## src/serial_port_consts.vh

```
// Register map, field positions, reset values and timing counts of the serial port
`ifndef SERIAL_PORT_CONSTS_VH
`define SERIAL_PORT_CONSTS_VH

// Register indexes; byte address is four times the index
`define IDX_STATUS_CTRL1 12'hF95
`define IDX_CTRL2 12'hF96
`define IDX_DATA 12'hF97

// Control one fields
`define C1_TX_EN 7
`define C1_RX_EN 6
`define C1_TX_STOP 5
`define C1_EVEN 4
`define C1_PAR_EN 3
`define C1_BAUD_HI 2
`define C1_BAUD_LO 0
`define C1_RESET 8'h00

// Control two fields
`define C2_FILT_HI 2
`define C2_FILT_LO 1
`define C2_RX_STOP 0
`define C2_RESET 3'h0

// Status fields
`define SR_PARITY_ERROR_FLAG 7
`define SR_FRAMING_ERROR_FLAG 6
`define SR_OVERRUN_FLAG 5
`define SR_RX_BUFFER_FULL_FLAG 4
`define SR_TX_DONE_FLAG 3
`define SR_TX_BUFFER_EMPTY_FLAG 2

// Baud select codes and main clock divisors of the sub-bit tick
`define BAUD_TIMER 3'h6
`define DIV_000 9'd13
`define DIV_001 9'd26
`define DIV_010 9'd52
`define DIV_011 9'd104
`define DIV_100 9'd208
`define DIV_101 9'd416
`define DIV_111 9'd96

// Sub-bit ticks per bit and sample positions
`define TICKS_LAST 4'hF
`define SAMPLE_A 4'h7
`define SAMPLE_B 4'h8
`define SAMPLE_C 4'h9

// Noise filter: cycles a new level must persist before it passes
`define FILT_01 7'd31
`define FILT_10 7'd63
`define FILT_11 7'd127

`endif

```

## src/async_serial_port_one.v

```verilog
// Asynchronous serial transmitter and receiver with Avalon-MM register slave
`timescale 1ns/100ps
`include "serial_port_consts.vh"

module async_serial_port_one (
   input wire i_clk,
   input wire i_rst,
   input wire [13:0] i_avs_address,
   input wire i_avs_read,
   input wire i_avs_write,
   input wire [3:0] i_avs_byteenable,
   input wire [31:0] i_avs_writedata,
   output reg [31:0] o_avs_readdata,
   output reg o_avs_waitrequest,
   input wire i_timer_match,
   input wire i_serial_in_pin,
   output reg o_serial_out_pin,
   output reg o_tx_interrupt_port,
   output reg o_rx_interrupt_port
);

   localparam RX_IDLE = 5'b00001;
   localparam RX_START = 5'b00010;
   localparam RX_DATA = 5'b00100;
   localparam RX_PAR = 5'b01000;
   localparam RX_STOP = 5'b10000;

   // Main clock divisor of the sub-bit tick for a baud code
   function [8:0] baud_div;
      input [2:0] sel;
      begin
         case (sel)
            3'h0: baud_div = `DIV_000;
            3'h1: baud_div = `DIV_001;
            3'h2: baud_div = `DIV_010;
            3'h3: baud_div = `DIV_011;
            3'h4: baud_div = `DIV_100;
            3'h5: baud_div = `DIV_101;
            default: baud_div = `DIV_111;
         endcase
      end
   endfunction

   // Persistence count of the input filter
   function [6:0] filt_len;
      input [1:0] sel;
      begin
         case (sel)
            2'h1: filt_len = `FILT_01;
            2'h2: filt_len = `FILT_10;
            default: filt_len = `FILT_11;
         endcase
      end
   endfunction

   reg [7:0] ctrl_one;
   reg [2:0] ctrl_two;
   reg parity_error_flag;
   reg framing_error_flag;
   reg overrun_flag;
   reg rx_buffer_full_flag;
   reg tx_done_flag;
   reg tx_buffer_empty_flag;
   reg [7:0] rx_hold;
   reg [7:0] tx_hold;
   reg tx_pending;
   reg arm_rx;
   reg arm_tx;
   reg [8:0] div_cnt;
   reg rt_tick;
   reg line;
   reg [6:0] filt_cnt;
   reg [4:0] rx_state;
   reg [3:0] rx_rt;
   reg [2:0] rx_samp;
   reg [2:0] rx_bit;
   reg [7:0] rx_shift;
   reg rx_second;
   reg rx_par_bad;
   reg rx_stop_bad;
   reg tx_busy;
   reg [3:0] tx_rt;
   reg [3:0] tx_left;
   reg [10:0] tx_shift;

   wire [2:0] baud_select = ctrl_one[`C1_BAUD_HI:`C1_BAUD_LO];
   wire [1:0] rx_noise_filter_sel = ctrl_two[`C2_FILT_HI:`C2_FILT_LO];
   wire rx_stop_len = ctrl_two[`C2_RX_STOP];
   wire tx_stop_len = ctrl_one[`C1_TX_STOP];
   wire parity_enable = ctrl_one[`C1_PAR_EN];
   wire even_parity = ctrl_one[`C1_EVEN];
   wire [11:0] word_idx = i_avs_address[13:2];
   wire bus_go = (i_avs_read | i_avs_write) & ~o_avs_waitrequest;
   wire wr_go = bus_go & i_avs_write & i_avs_byteenable[0];
   wire rd_go = bus_go & i_avs_read;
   wire sr_read = rd_go & (word_idx == `IDX_STATUS_CTRL1);
   wire rb_read = rd_go & (word_idx == `IDX_DATA);
   wire tb_write = wr_go & (word_idx == `IDX_DATA);
   wire tx_valid_write = tb_write & arm_tx & ctrl_one[`C1_TX_EN];
   wire vote = (rx_samp[0] & rx_samp[1]) | (rx_samp[0] & rx_samp[2]) |
      (rx_samp[1] & rx_samp[2]);
   wire rx_bit_end = rt_tick & (rx_rt == `TICKS_LAST);
   wire rx_frame_end = rx_bit_end & rx_state[4] & (rx_second | ~rx_stop_len);
   wire rx_deliver = rx_frame_end & ~rx_buffer_full_flag;
   wire tx_start = ~tx_busy & tx_pending & ctrl_one[`C1_TX_EN];
   wire tx_finish = tx_busy & rt_tick & (tx_rt == `TICKS_LAST) & (tx_left == 4'h1);
   wire [7:0] status = {parity_error_flag, framing_error_flag, overrun_flag, rx_buffer_full_flag, tx_done_flag, tx_buffer_empty_flag, 2'b00};

   // One wait cycle per access; read data registered with the wait release
   always @(posedge i_clk) begin
      if (i_rst) begin
         o_avs_waitrequest <= 1'b1;
         o_avs_readdata <= 32'h00000000;
      end else begin
         o_avs_waitrequest <= ~((i_avs_read | i_avs_write) & o_avs_waitrequest);
         if (i_avs_read & o_avs_waitrequest) begin
            case (word_idx)
               `IDX_STATUS_CTRL1: o_avs_readdata <= {24'h000000, status};
               `IDX_DATA: o_avs_readdata <= {24'h000000, rx_hold};
               default: o_avs_readdata <= 32'h00000000;
            endcase
         end
      end
   end

   // Write-only control registers
   always @(posedge i_clk) begin
      if (i_rst) begin
         ctrl_one <= `C1_RESET;
         ctrl_two <= `C2_RESET;
      end else if (wr_go) begin
         if (word_idx == `IDX_STATUS_CTRL1)
            ctrl_one <= i_avs_writedata[7:0];
         if (word_idx == `IDX_CTRL2)
            ctrl_two <= i_avs_writedata[2:0];
      end
   end

   // Status-read arming for the buffer accesses that follow
   always @(posedge i_clk) begin
      if (i_rst) begin
         arm_rx <= 1'b0;
         arm_tx <= 1'b0;
      end else begin
         if (sr_read)
            arm_rx <= 1'b1;
         else if (rb_read)
            arm_rx <= 1'b0;
         if (sr_read)
            arm_tx <= 1'b1;
         else if (tb_write)
            arm_tx <= 1'b0;
      end
   end

   // Sub-bit tick from main clock divider or timer match
   always @(posedge i_clk) begin
      if (i_rst) begin
         div_cnt <= 9'd0;
         rt_tick <= 1'b0;
      end else if (baud_select == `BAUD_TIMER) begin
         div_cnt <= 9'd0;
         rt_tick <= i_timer_match;
      end else if (div_cnt >= baud_div(baud_select) - 9'd1) begin
         div_cnt <= 9'd0;
         rt_tick <= 1'b1;
      end else begin
         div_cnt <= div_cnt + 9'd1;
         rt_tick <= 1'b0;
      end
   end

   // Input noise filter: a new level must persist before it passes
   always @(posedge i_clk) begin
      if (i_rst) begin
         line <= 1'b1;
         filt_cnt <= 7'd0;
      end else if (rx_noise_filter_sel == 2'h0) begin
         line <= i_serial_in_pin;
         filt_cnt <= 7'd0;
      end else if (i_serial_in_pin == line) begin
         filt_cnt <= 7'd0;
      end else if (filt_cnt >= filt_len(rx_noise_filter_sel) - 7'd1) begin
         line <= i_serial_in_pin;
         filt_cnt <= 7'd0;
      end else begin
         filt_cnt <= filt_cnt + 7'd1;
      end
   end

   // Receive frame sequencer
   always @(posedge i_clk) begin
      if (i_rst) begin
         rx_state <= RX_IDLE;
         rx_rt <= 4'h0;
         rx_samp <= 3'h0;
         rx_bit <= 3'h0;
         rx_shift <= 8'h00;
         rx_second <= 1'b0;
         rx_par_bad <= 1'b0;
         rx_stop_bad <= 1'b0;
      end else if (rt_tick) begin
         rx_rt <= rx_rt + 4'h1;
         if (rx_rt == `SAMPLE_A || rx_rt == `SAMPLE_B || rx_rt == `SAMPLE_C)
            rx_samp <= {rx_samp[1:0], line};
         case (rx_state)
            RX_IDLE: begin
               rx_rt <= 4'h1;
               rx_second <= 1'b0;
               rx_par_bad <= 1'b0;
               rx_stop_bad <= 1'b0;
               // Enable and overrun only checked between frames
               if (~line & ctrl_one[`C1_RX_EN] & ~overrun_flag)
                  rx_state <= RX_START;
            end
            RX_START: begin
               if (rx_rt == `TICKS_LAST) begin
                  rx_bit <= 3'h0;
                  rx_state <= vote ? RX_IDLE : RX_DATA;
               end
            end
            RX_DATA: begin
               if (rx_rt == `TICKS_LAST) begin
                  rx_shift <= {vote, rx_shift[7:1]};
                  rx_bit <= rx_bit + 3'h1;
                  if (rx_bit == 3'h7)
                     rx_state <= parity_enable ? RX_PAR : RX_STOP;
               end
            end
            RX_PAR: begin
               if (rx_rt == `TICKS_LAST) begin
                  rx_par_bad <= (^rx_shift ^ ~even_parity) != vote;
                  rx_state <= RX_STOP;
               end
            end
            RX_STOP: begin
               if (rx_rt == `TICKS_LAST) begin
                  rx_second <= 1'b1;
                  if (~vote)
                     rx_stop_bad <= 1'b1;
                  if (rx_second | ~rx_stop_len)
                     rx_state <= RX_IDLE;
               end
            end
            default: rx_state <= RX_IDLE;
         endcase
      end
   end

   // Receive buffer and flags; a set wins over the read clear
   always @(posedge i_clk) begin
      if (i_rst) begin
         rx_hold <= 8'h00;
         rx_buffer_full_flag <= 1'b0;
         overrun_flag <= 1'b0;
         parity_error_flag <= 1'b0;
         framing_error_flag <= 1'b0;
         o_rx_interrupt_port <= 1'b0;
      end else begin
         o_rx_interrupt_port <= rx_deliver;
         if (rb_read & arm_rx) begin
            rx_buffer_full_flag <= 1'b0;
            overrun_flag <= 1'b0;
            parity_error_flag <= 1'b0;
            framing_error_flag <= 1'b0;
         end
         if (rx_deliver) begin
            rx_hold <= rx_shift;
            rx_buffer_full_flag <= 1'b1;
         end
         if (rx_frame_end & rx_buffer_full_flag)
            overrun_flag <= 1'b1;
         if (rx_frame_end & (rx_stop_bad | ~vote))
            framing_error_flag <= 1'b1;
         if (rx_frame_end & rx_par_bad & parity_enable)
            parity_error_flag <= 1'b1;
      end
   end

   // Transmit buffer and its flags
   always @(posedge i_clk) begin
      if (i_rst) begin
         tx_hold <= 8'h00;
         tx_pending <= 1'b0;
         tx_buffer_empty_flag <= 1'b1;
         tx_done_flag <= 1'b1;
         o_tx_interrupt_port <= 1'b0;
      end else begin
         o_tx_interrupt_port <= tx_start;
         if (tx_valid_write) begin
            tx_hold <= i_avs_writedata[7:0];
            tx_pending <= 1'b1;
            tx_buffer_empty_flag <= 1'b0;
         end
         if (tx_start) begin
            tx_pending <= 1'b0;
            tx_buffer_empty_flag <= 1'b1;
            tx_done_flag <= 1'b0;
         end
         if (tx_finish & ~tx_pending & ~tx_valid_write)
            tx_done_flag <= 1'b1;
      end
   end

   // Transmit shifter: start, data LSB first, parity, stops
   always @(posedge i_clk) begin
      if (i_rst) begin
         tx_busy <= 1'b0;
         tx_rt <= 4'h0;
         tx_left <= 4'h0;
         tx_shift <= 11'h7FF;
         o_serial_out_pin <= 1'b1;
      end else if (tx_start) begin
         tx_busy <= 1'b1;
         tx_rt <= 4'h0;
         tx_left <= 4'd10 + {3'h0, parity_enable} + {3'h0, tx_stop_len};
         if (parity_enable)
            tx_shift <= {1'b1, ^tx_hold ^ ~even_parity, tx_hold, 1'b0};
         else
            tx_shift <= {2'b11, tx_hold, 1'b0};
         o_serial_out_pin <= 1'b0;
      end else if (tx_busy) begin
         if (rt_tick) begin
            tx_rt <= tx_rt + 4'h1;
            if (tx_rt == `TICKS_LAST) begin
               tx_left <= tx_left - 4'h1;
               tx_shift <= {1'b1, tx_shift[10:1]};
               o_serial_out_pin <= tx_shift[1];
               if (tx_left == 4'h1) begin
                  tx_busy <= 1'b0;
                  o_serial_out_pin <= 1'b1;
               end
            end
         end
      end else begin
         o_serial_out_pin <= 1'b1;
      end
   end

endmodule // async_serial_port_one

```

## config.mk

```make
export PLATFORM = sky130hd
export DESIGN_NAME = async_serial_port_one
export DESIGN_NICKNAME = d
export VERILOG_FILES = /design/src/async_serial_port_one.v
export VERILOG_INCLUDE_DIRS = /design/src
export SDC_FILE = /design/constraint.sdc
export NUM_CORES = 1
export LEC_CHECK = 0
export BUFFER_PORTS_ARGS = -buffer_cell sky130_fd_sc_hd__buf_2
export CAP_MARGIN = 15
export CORE_MARGIN = 3
export CORE_UTILIZATION = 50
export DETAILED_ROUTE_END_ITERATION = 8
export PLACE_DENSITY = 0.79
export SYNTH_ARGS = -nofsm -noshare
export SYNTH_HDL_FRONTEND = slang
export SYNTH_SLANG_ARGS = --single-unit
```

## constraint.sdc

```tcl
create_clock -name i_clk -period 3.6 [get_ports i_clk]
set_input_delay 0.72 -clock i_clk [delete_from_list [all_inputs] [get_ports i_clk]]
set_output_delay 0.72 -clock i_clk [all_outputs]
set_load 0.02 [all_outputs]
```

==> out/metrics.cfg <==
[global_routing]
grt_use_met3_pct = 3.384
gr-usage-all-layers_pct = 17.74
global_route.usage.met1_pct = 22.05
grt_first_pass_wirelength_um = 18530
antenna_found_initial = 0
number_of_global_route_vias_before_repair = 4124
grt_max_degree = 94
grt_use_met2_pct = 29.77
grt_busiest_layer = met2
grt-ovfl-total = 0

[timing]
final_max_slew_viol_count = 0
fin_worst_skew_ps = 8.529
finalCriticalPeriod_ps = 3098
timing.slew.headroom_pct = 26.67
grt_setup_unrepaired = no
tns_ps = 0
tightest_slew_ps = 1096
final_period_utilization_pct = 86.04
timing.final.hold_violations = 0
maxClockFrequency_mhz = 322.8
final_critical_path_setup_slack_ps = 502.4
finalSetupViolCount = 0

[clocking]
cts-root-to-sink-buffers = 2
tritoncts = yes
clock_root_buffer_master = sky130_fd_sc_hd__clkbuf_8
h-tree-depth = 3
clkSlewWorstSetupHoldPaths_ps = 100
clock-sinks = 110
cts_buffers = 9
hold_buffers = 0
number_of_gates_resized_after_cts = 0
worst_skew_pair.late_latency_ps = 370
post_cts_buffers = 0

[detailed_routing]
detail_route.first_pass.iterations = 5
avgRoutedWirePerCell_um = 13.80
routed_wirelength_um = 10650
dr_total_vias = 4225
post_detailed_route_count_of_antenna_violating_nets = 0
initialDrtViolationCount = 212
detail_route.vias_per_cell = 5.473
route.detailed.drc = 0

[layout]
layout.nets = 714
drive_gt1_share_pct = 13.21
filler_cell_count = 901
n_antenna_cell = 0
layoutNonFillerInstCount = 772
area_growth_syn_to_layout_pct = 5.918

[placement]
dp_worst_setup_slack_ps = 555.6
place.gp.congestion = 0.7334
numPortBuffers = 38
detailedPlacementHpwl_um = 7767
placedCellCount = 756

[synth]
synthArstFlopShare_pct = 0
synth_cells = 608
synth.most_common_cell = sky130_fd_sc_hd__dfxtp_1
synth_ff_type = sky130_fd_sc_hd__dfxtp_1
post_synth_instance_area_um2 = 5518
synth_sequential_area_ratio_pct = 39.91
ys_top_cells_by_count = 110 x sky130_fd_sc_hd__dfxtp_1, 90 x sky130_fd_sc_hd__nor2_1, 44 x sky130_fd_sc_hd__nand2_1
ys_warn_count = 0
synth_cell_type_count = 61
number_of_enable_flip_flop_cells_after_synthesis = 0
netlist.top_cell.by_area = sky130_fd_sc_hd__dfxtp_1
netlist_top_cells_area = sky130_fd_sc_hd__dfxtp_1 40%, sky130_fd_sc_hd__mux2i_1 7.6%, sky130_fd_sc_hd__ha_1 6.1%, sky130_fd_sc_hd__nor2_1 6.1%, sky130_fd_sc_hd__buf_4 3.9%
yosysTopAreaCellShare_pct = 39.91
postSynthRegisterBits = 110
synth.avg_cell_area_um2 = 9.075

[power_and_ir_drop]
irDropWorstVdd_v = 0.0001983
leakage_nw = 2.442
powerDensity_nw_per_um2 = 342.7
total_power_mw = 2.003

[floorplanning]
ios = 92
placementRows = 37
floorplan.die.width_um = 111.1
core_um2 = 10510
die_area_um2 = 12330
die_y_um = 111.1
effective_utilization_at_floorplan_pct = 52.51

[critical_path]
worst_setup_path_end_kind = register
critPathLaunchType = register
path_max_fanout = 10
critical_path_required_ps = 3880
worst_ep_arrival_time_ps = 3380
timing.setup.critical_path_class = register to register

[flow_run]
drv.max_cap_violation_count = 0

[status]
result_of_the_run = finished, final reports clean

[min_path]
hold_path.class = register to register

final timing paths:
kind                     startpoint                 to  slack [ps]  cells after the start
setup / recovery        ctrl_one[0]         div_cnt[1]         500                     10
hold / removal    o_avs_readdata[0]  o_avs_readdata[0]         460                      2
setup reg to reg        ctrl_one[0]         div_cnt[1]         500                     10
hold reg to reg   o_avs_readdata[0]  o_avs_readdata[0]         460                      2
worst max-delay path, stage by stage (launching register included):
cell and delay, ps:
sky130_fd_sc_hd__dfxtp_1 500, sky130_fd_sc_hd__inv_1 120, sky130_fd_sc_hd__or3_1 430, sky130_fd_sc_hd__ha_1 300, sky130_fd_sc_hd__o22a_1 250, sky130_fd_sc_hd__ha_1 180
sky130_fd_sc_hd__a21o_1 180, sky130_fd_sc_hd__a21o_1 170, sky130_fd_sc_hd__a211oi_1 250, sky130_fd_sc_hd__o211ai_1 340, sky130_fd_sc_hd__nor3b_1 310
registers in the layout (all words and copies together) (netlist names), 3 cells and up:
signal	flops
tx_hold	8
rx_state	5
rx_samp	3
tx_shift	9
tx_rt	4
rx_bit	3
ctrl_one	8
rx_shift	8
div_cnt	9
rx_rt	4
o_avs_readdata	8
tx_left	4
rx_hold	8
filt_cnt	7
ctrl_two	3
final cells by class:
class | count | area (um2) | area share, %
well taps | 136 | 170.2 | 2.912
multi-input cells | 447 | 2998 | 51.30
inverters | 24 | 90.09 | 1.541
repair buffers | 39 | 210.2 | 3.597
clock inverters | 7 | 50.05 | 0.8563
flip-flops and latches | 110 | 2202 | 37.68
clock buffers | 9 | 123.9 | 2.119
layout by cell type (no fill, tap or decap), types with 2 or more instances in the layout:
cell type,n
sky130_fd_sc_hd__a221o_1,2
sky130_fd_sc_hd__nor2_1,90
sky130_fd_sc_hd__a32o_1,2
sky130_fd_sc_hd__a211o_1,4
sky130_fd_sc_hd__buf_2,38
sky130_fd_sc_hd__a22oi_1,8
sky130_fd_sc_hd__nand2b_1,6
sky130_fd_sc_hd__a22o_1,2
sky130_fd_sc_hd__a211oi_1,6
sky130_fd_sc_hd__xnor2_1,23
sky130_fd_sc_hd__o21ai_0,10
sky130_fd_sc_hd__nor3_1,12
sky130_fd_sc_hd__nor4_4,2
sky130_fd_sc_hd__mux2i_1,42
sky130_fd_sc_hd__nor2b_1,3
sky130_fd_sc_hd__nand3_1,22
sky130_fd_sc_hd__dfxtp_1,110
sky130_fd_sc_hd__o21bai_1,2
sky130_fd_sc_hd__or2_2,12
sky130_fd_sc_hd__and3_1,6
sky130_fd_sc_hd__a21oi_1,16
sky130_fd_sc_hd__o41ai_1,3
sky130_fd_sc_hd__conb_1,24
sky130_fd_sc_hd__and4_1,2
sky130_fd_sc_hd__clkinv_4,3
sky130_fd_sc_hd__clkinv_2,3
sky130_fd_sc_hd__nor3b_1,4
sky130_fd_sc_hd__nand2_1,44
sky130_fd_sc_hd__a21o_1,4
sky130_fd_sc_hd__inv_1,24
sky130_fd_sc_hd__nand4_1,8
sky130_fd_sc_hd__o211ai_1,4
sky130_fd_sc_hd__xor2_1,16
sky130_fd_sc_hd__ha_1,27
sky130_fd_sc_hd__clkbuf_8,9
sky130_fd_sc_hd__a31oi_1,10
sky130_fd_sc_hd__mux2_2,5
sky130_fd_sc_hd__or3_1,3
metrics by stage:
step | util, % | cell area, um2 | hold WS, ps
after floorplan | - | 5604 | 425.8
after global placement | 53.96 | 5670 | 434.2
after detailed placement | 53.96 | 5670 | 447.3
after CTS | 55.61 | 5844 | 461.4
after global routing | 55.61 | 5844 | 489.2
final | 55.61 | 5844 | 461.9
routing by layer:
layer,routed length (um),part of all wire [%]
met1,4643,44
met2,5154,48
met3,605,5.7
met4,250,2.3
met5,0,0
where the power goes:
group | internal [mW] | switching [mW]
Sequential | 1.22 | 0.00835
Combinational | 0.0294 | 0.0702
Clock | 0.255 | 0.418
Total | 1.51 | 0.497
logic make-up after synthesis:
family	after synthesis	synth area share, %
simple gates	226	20.93
flops	110	39.91
compound gates	83	10.64
buf+inv	74	7.324
mux	47	8.639
xor+xnor	39	6.190
fa+ha+maj	28	6.304
other cells	1	0.06796
No activity file was read; power rests on OpenSTA's default activity.
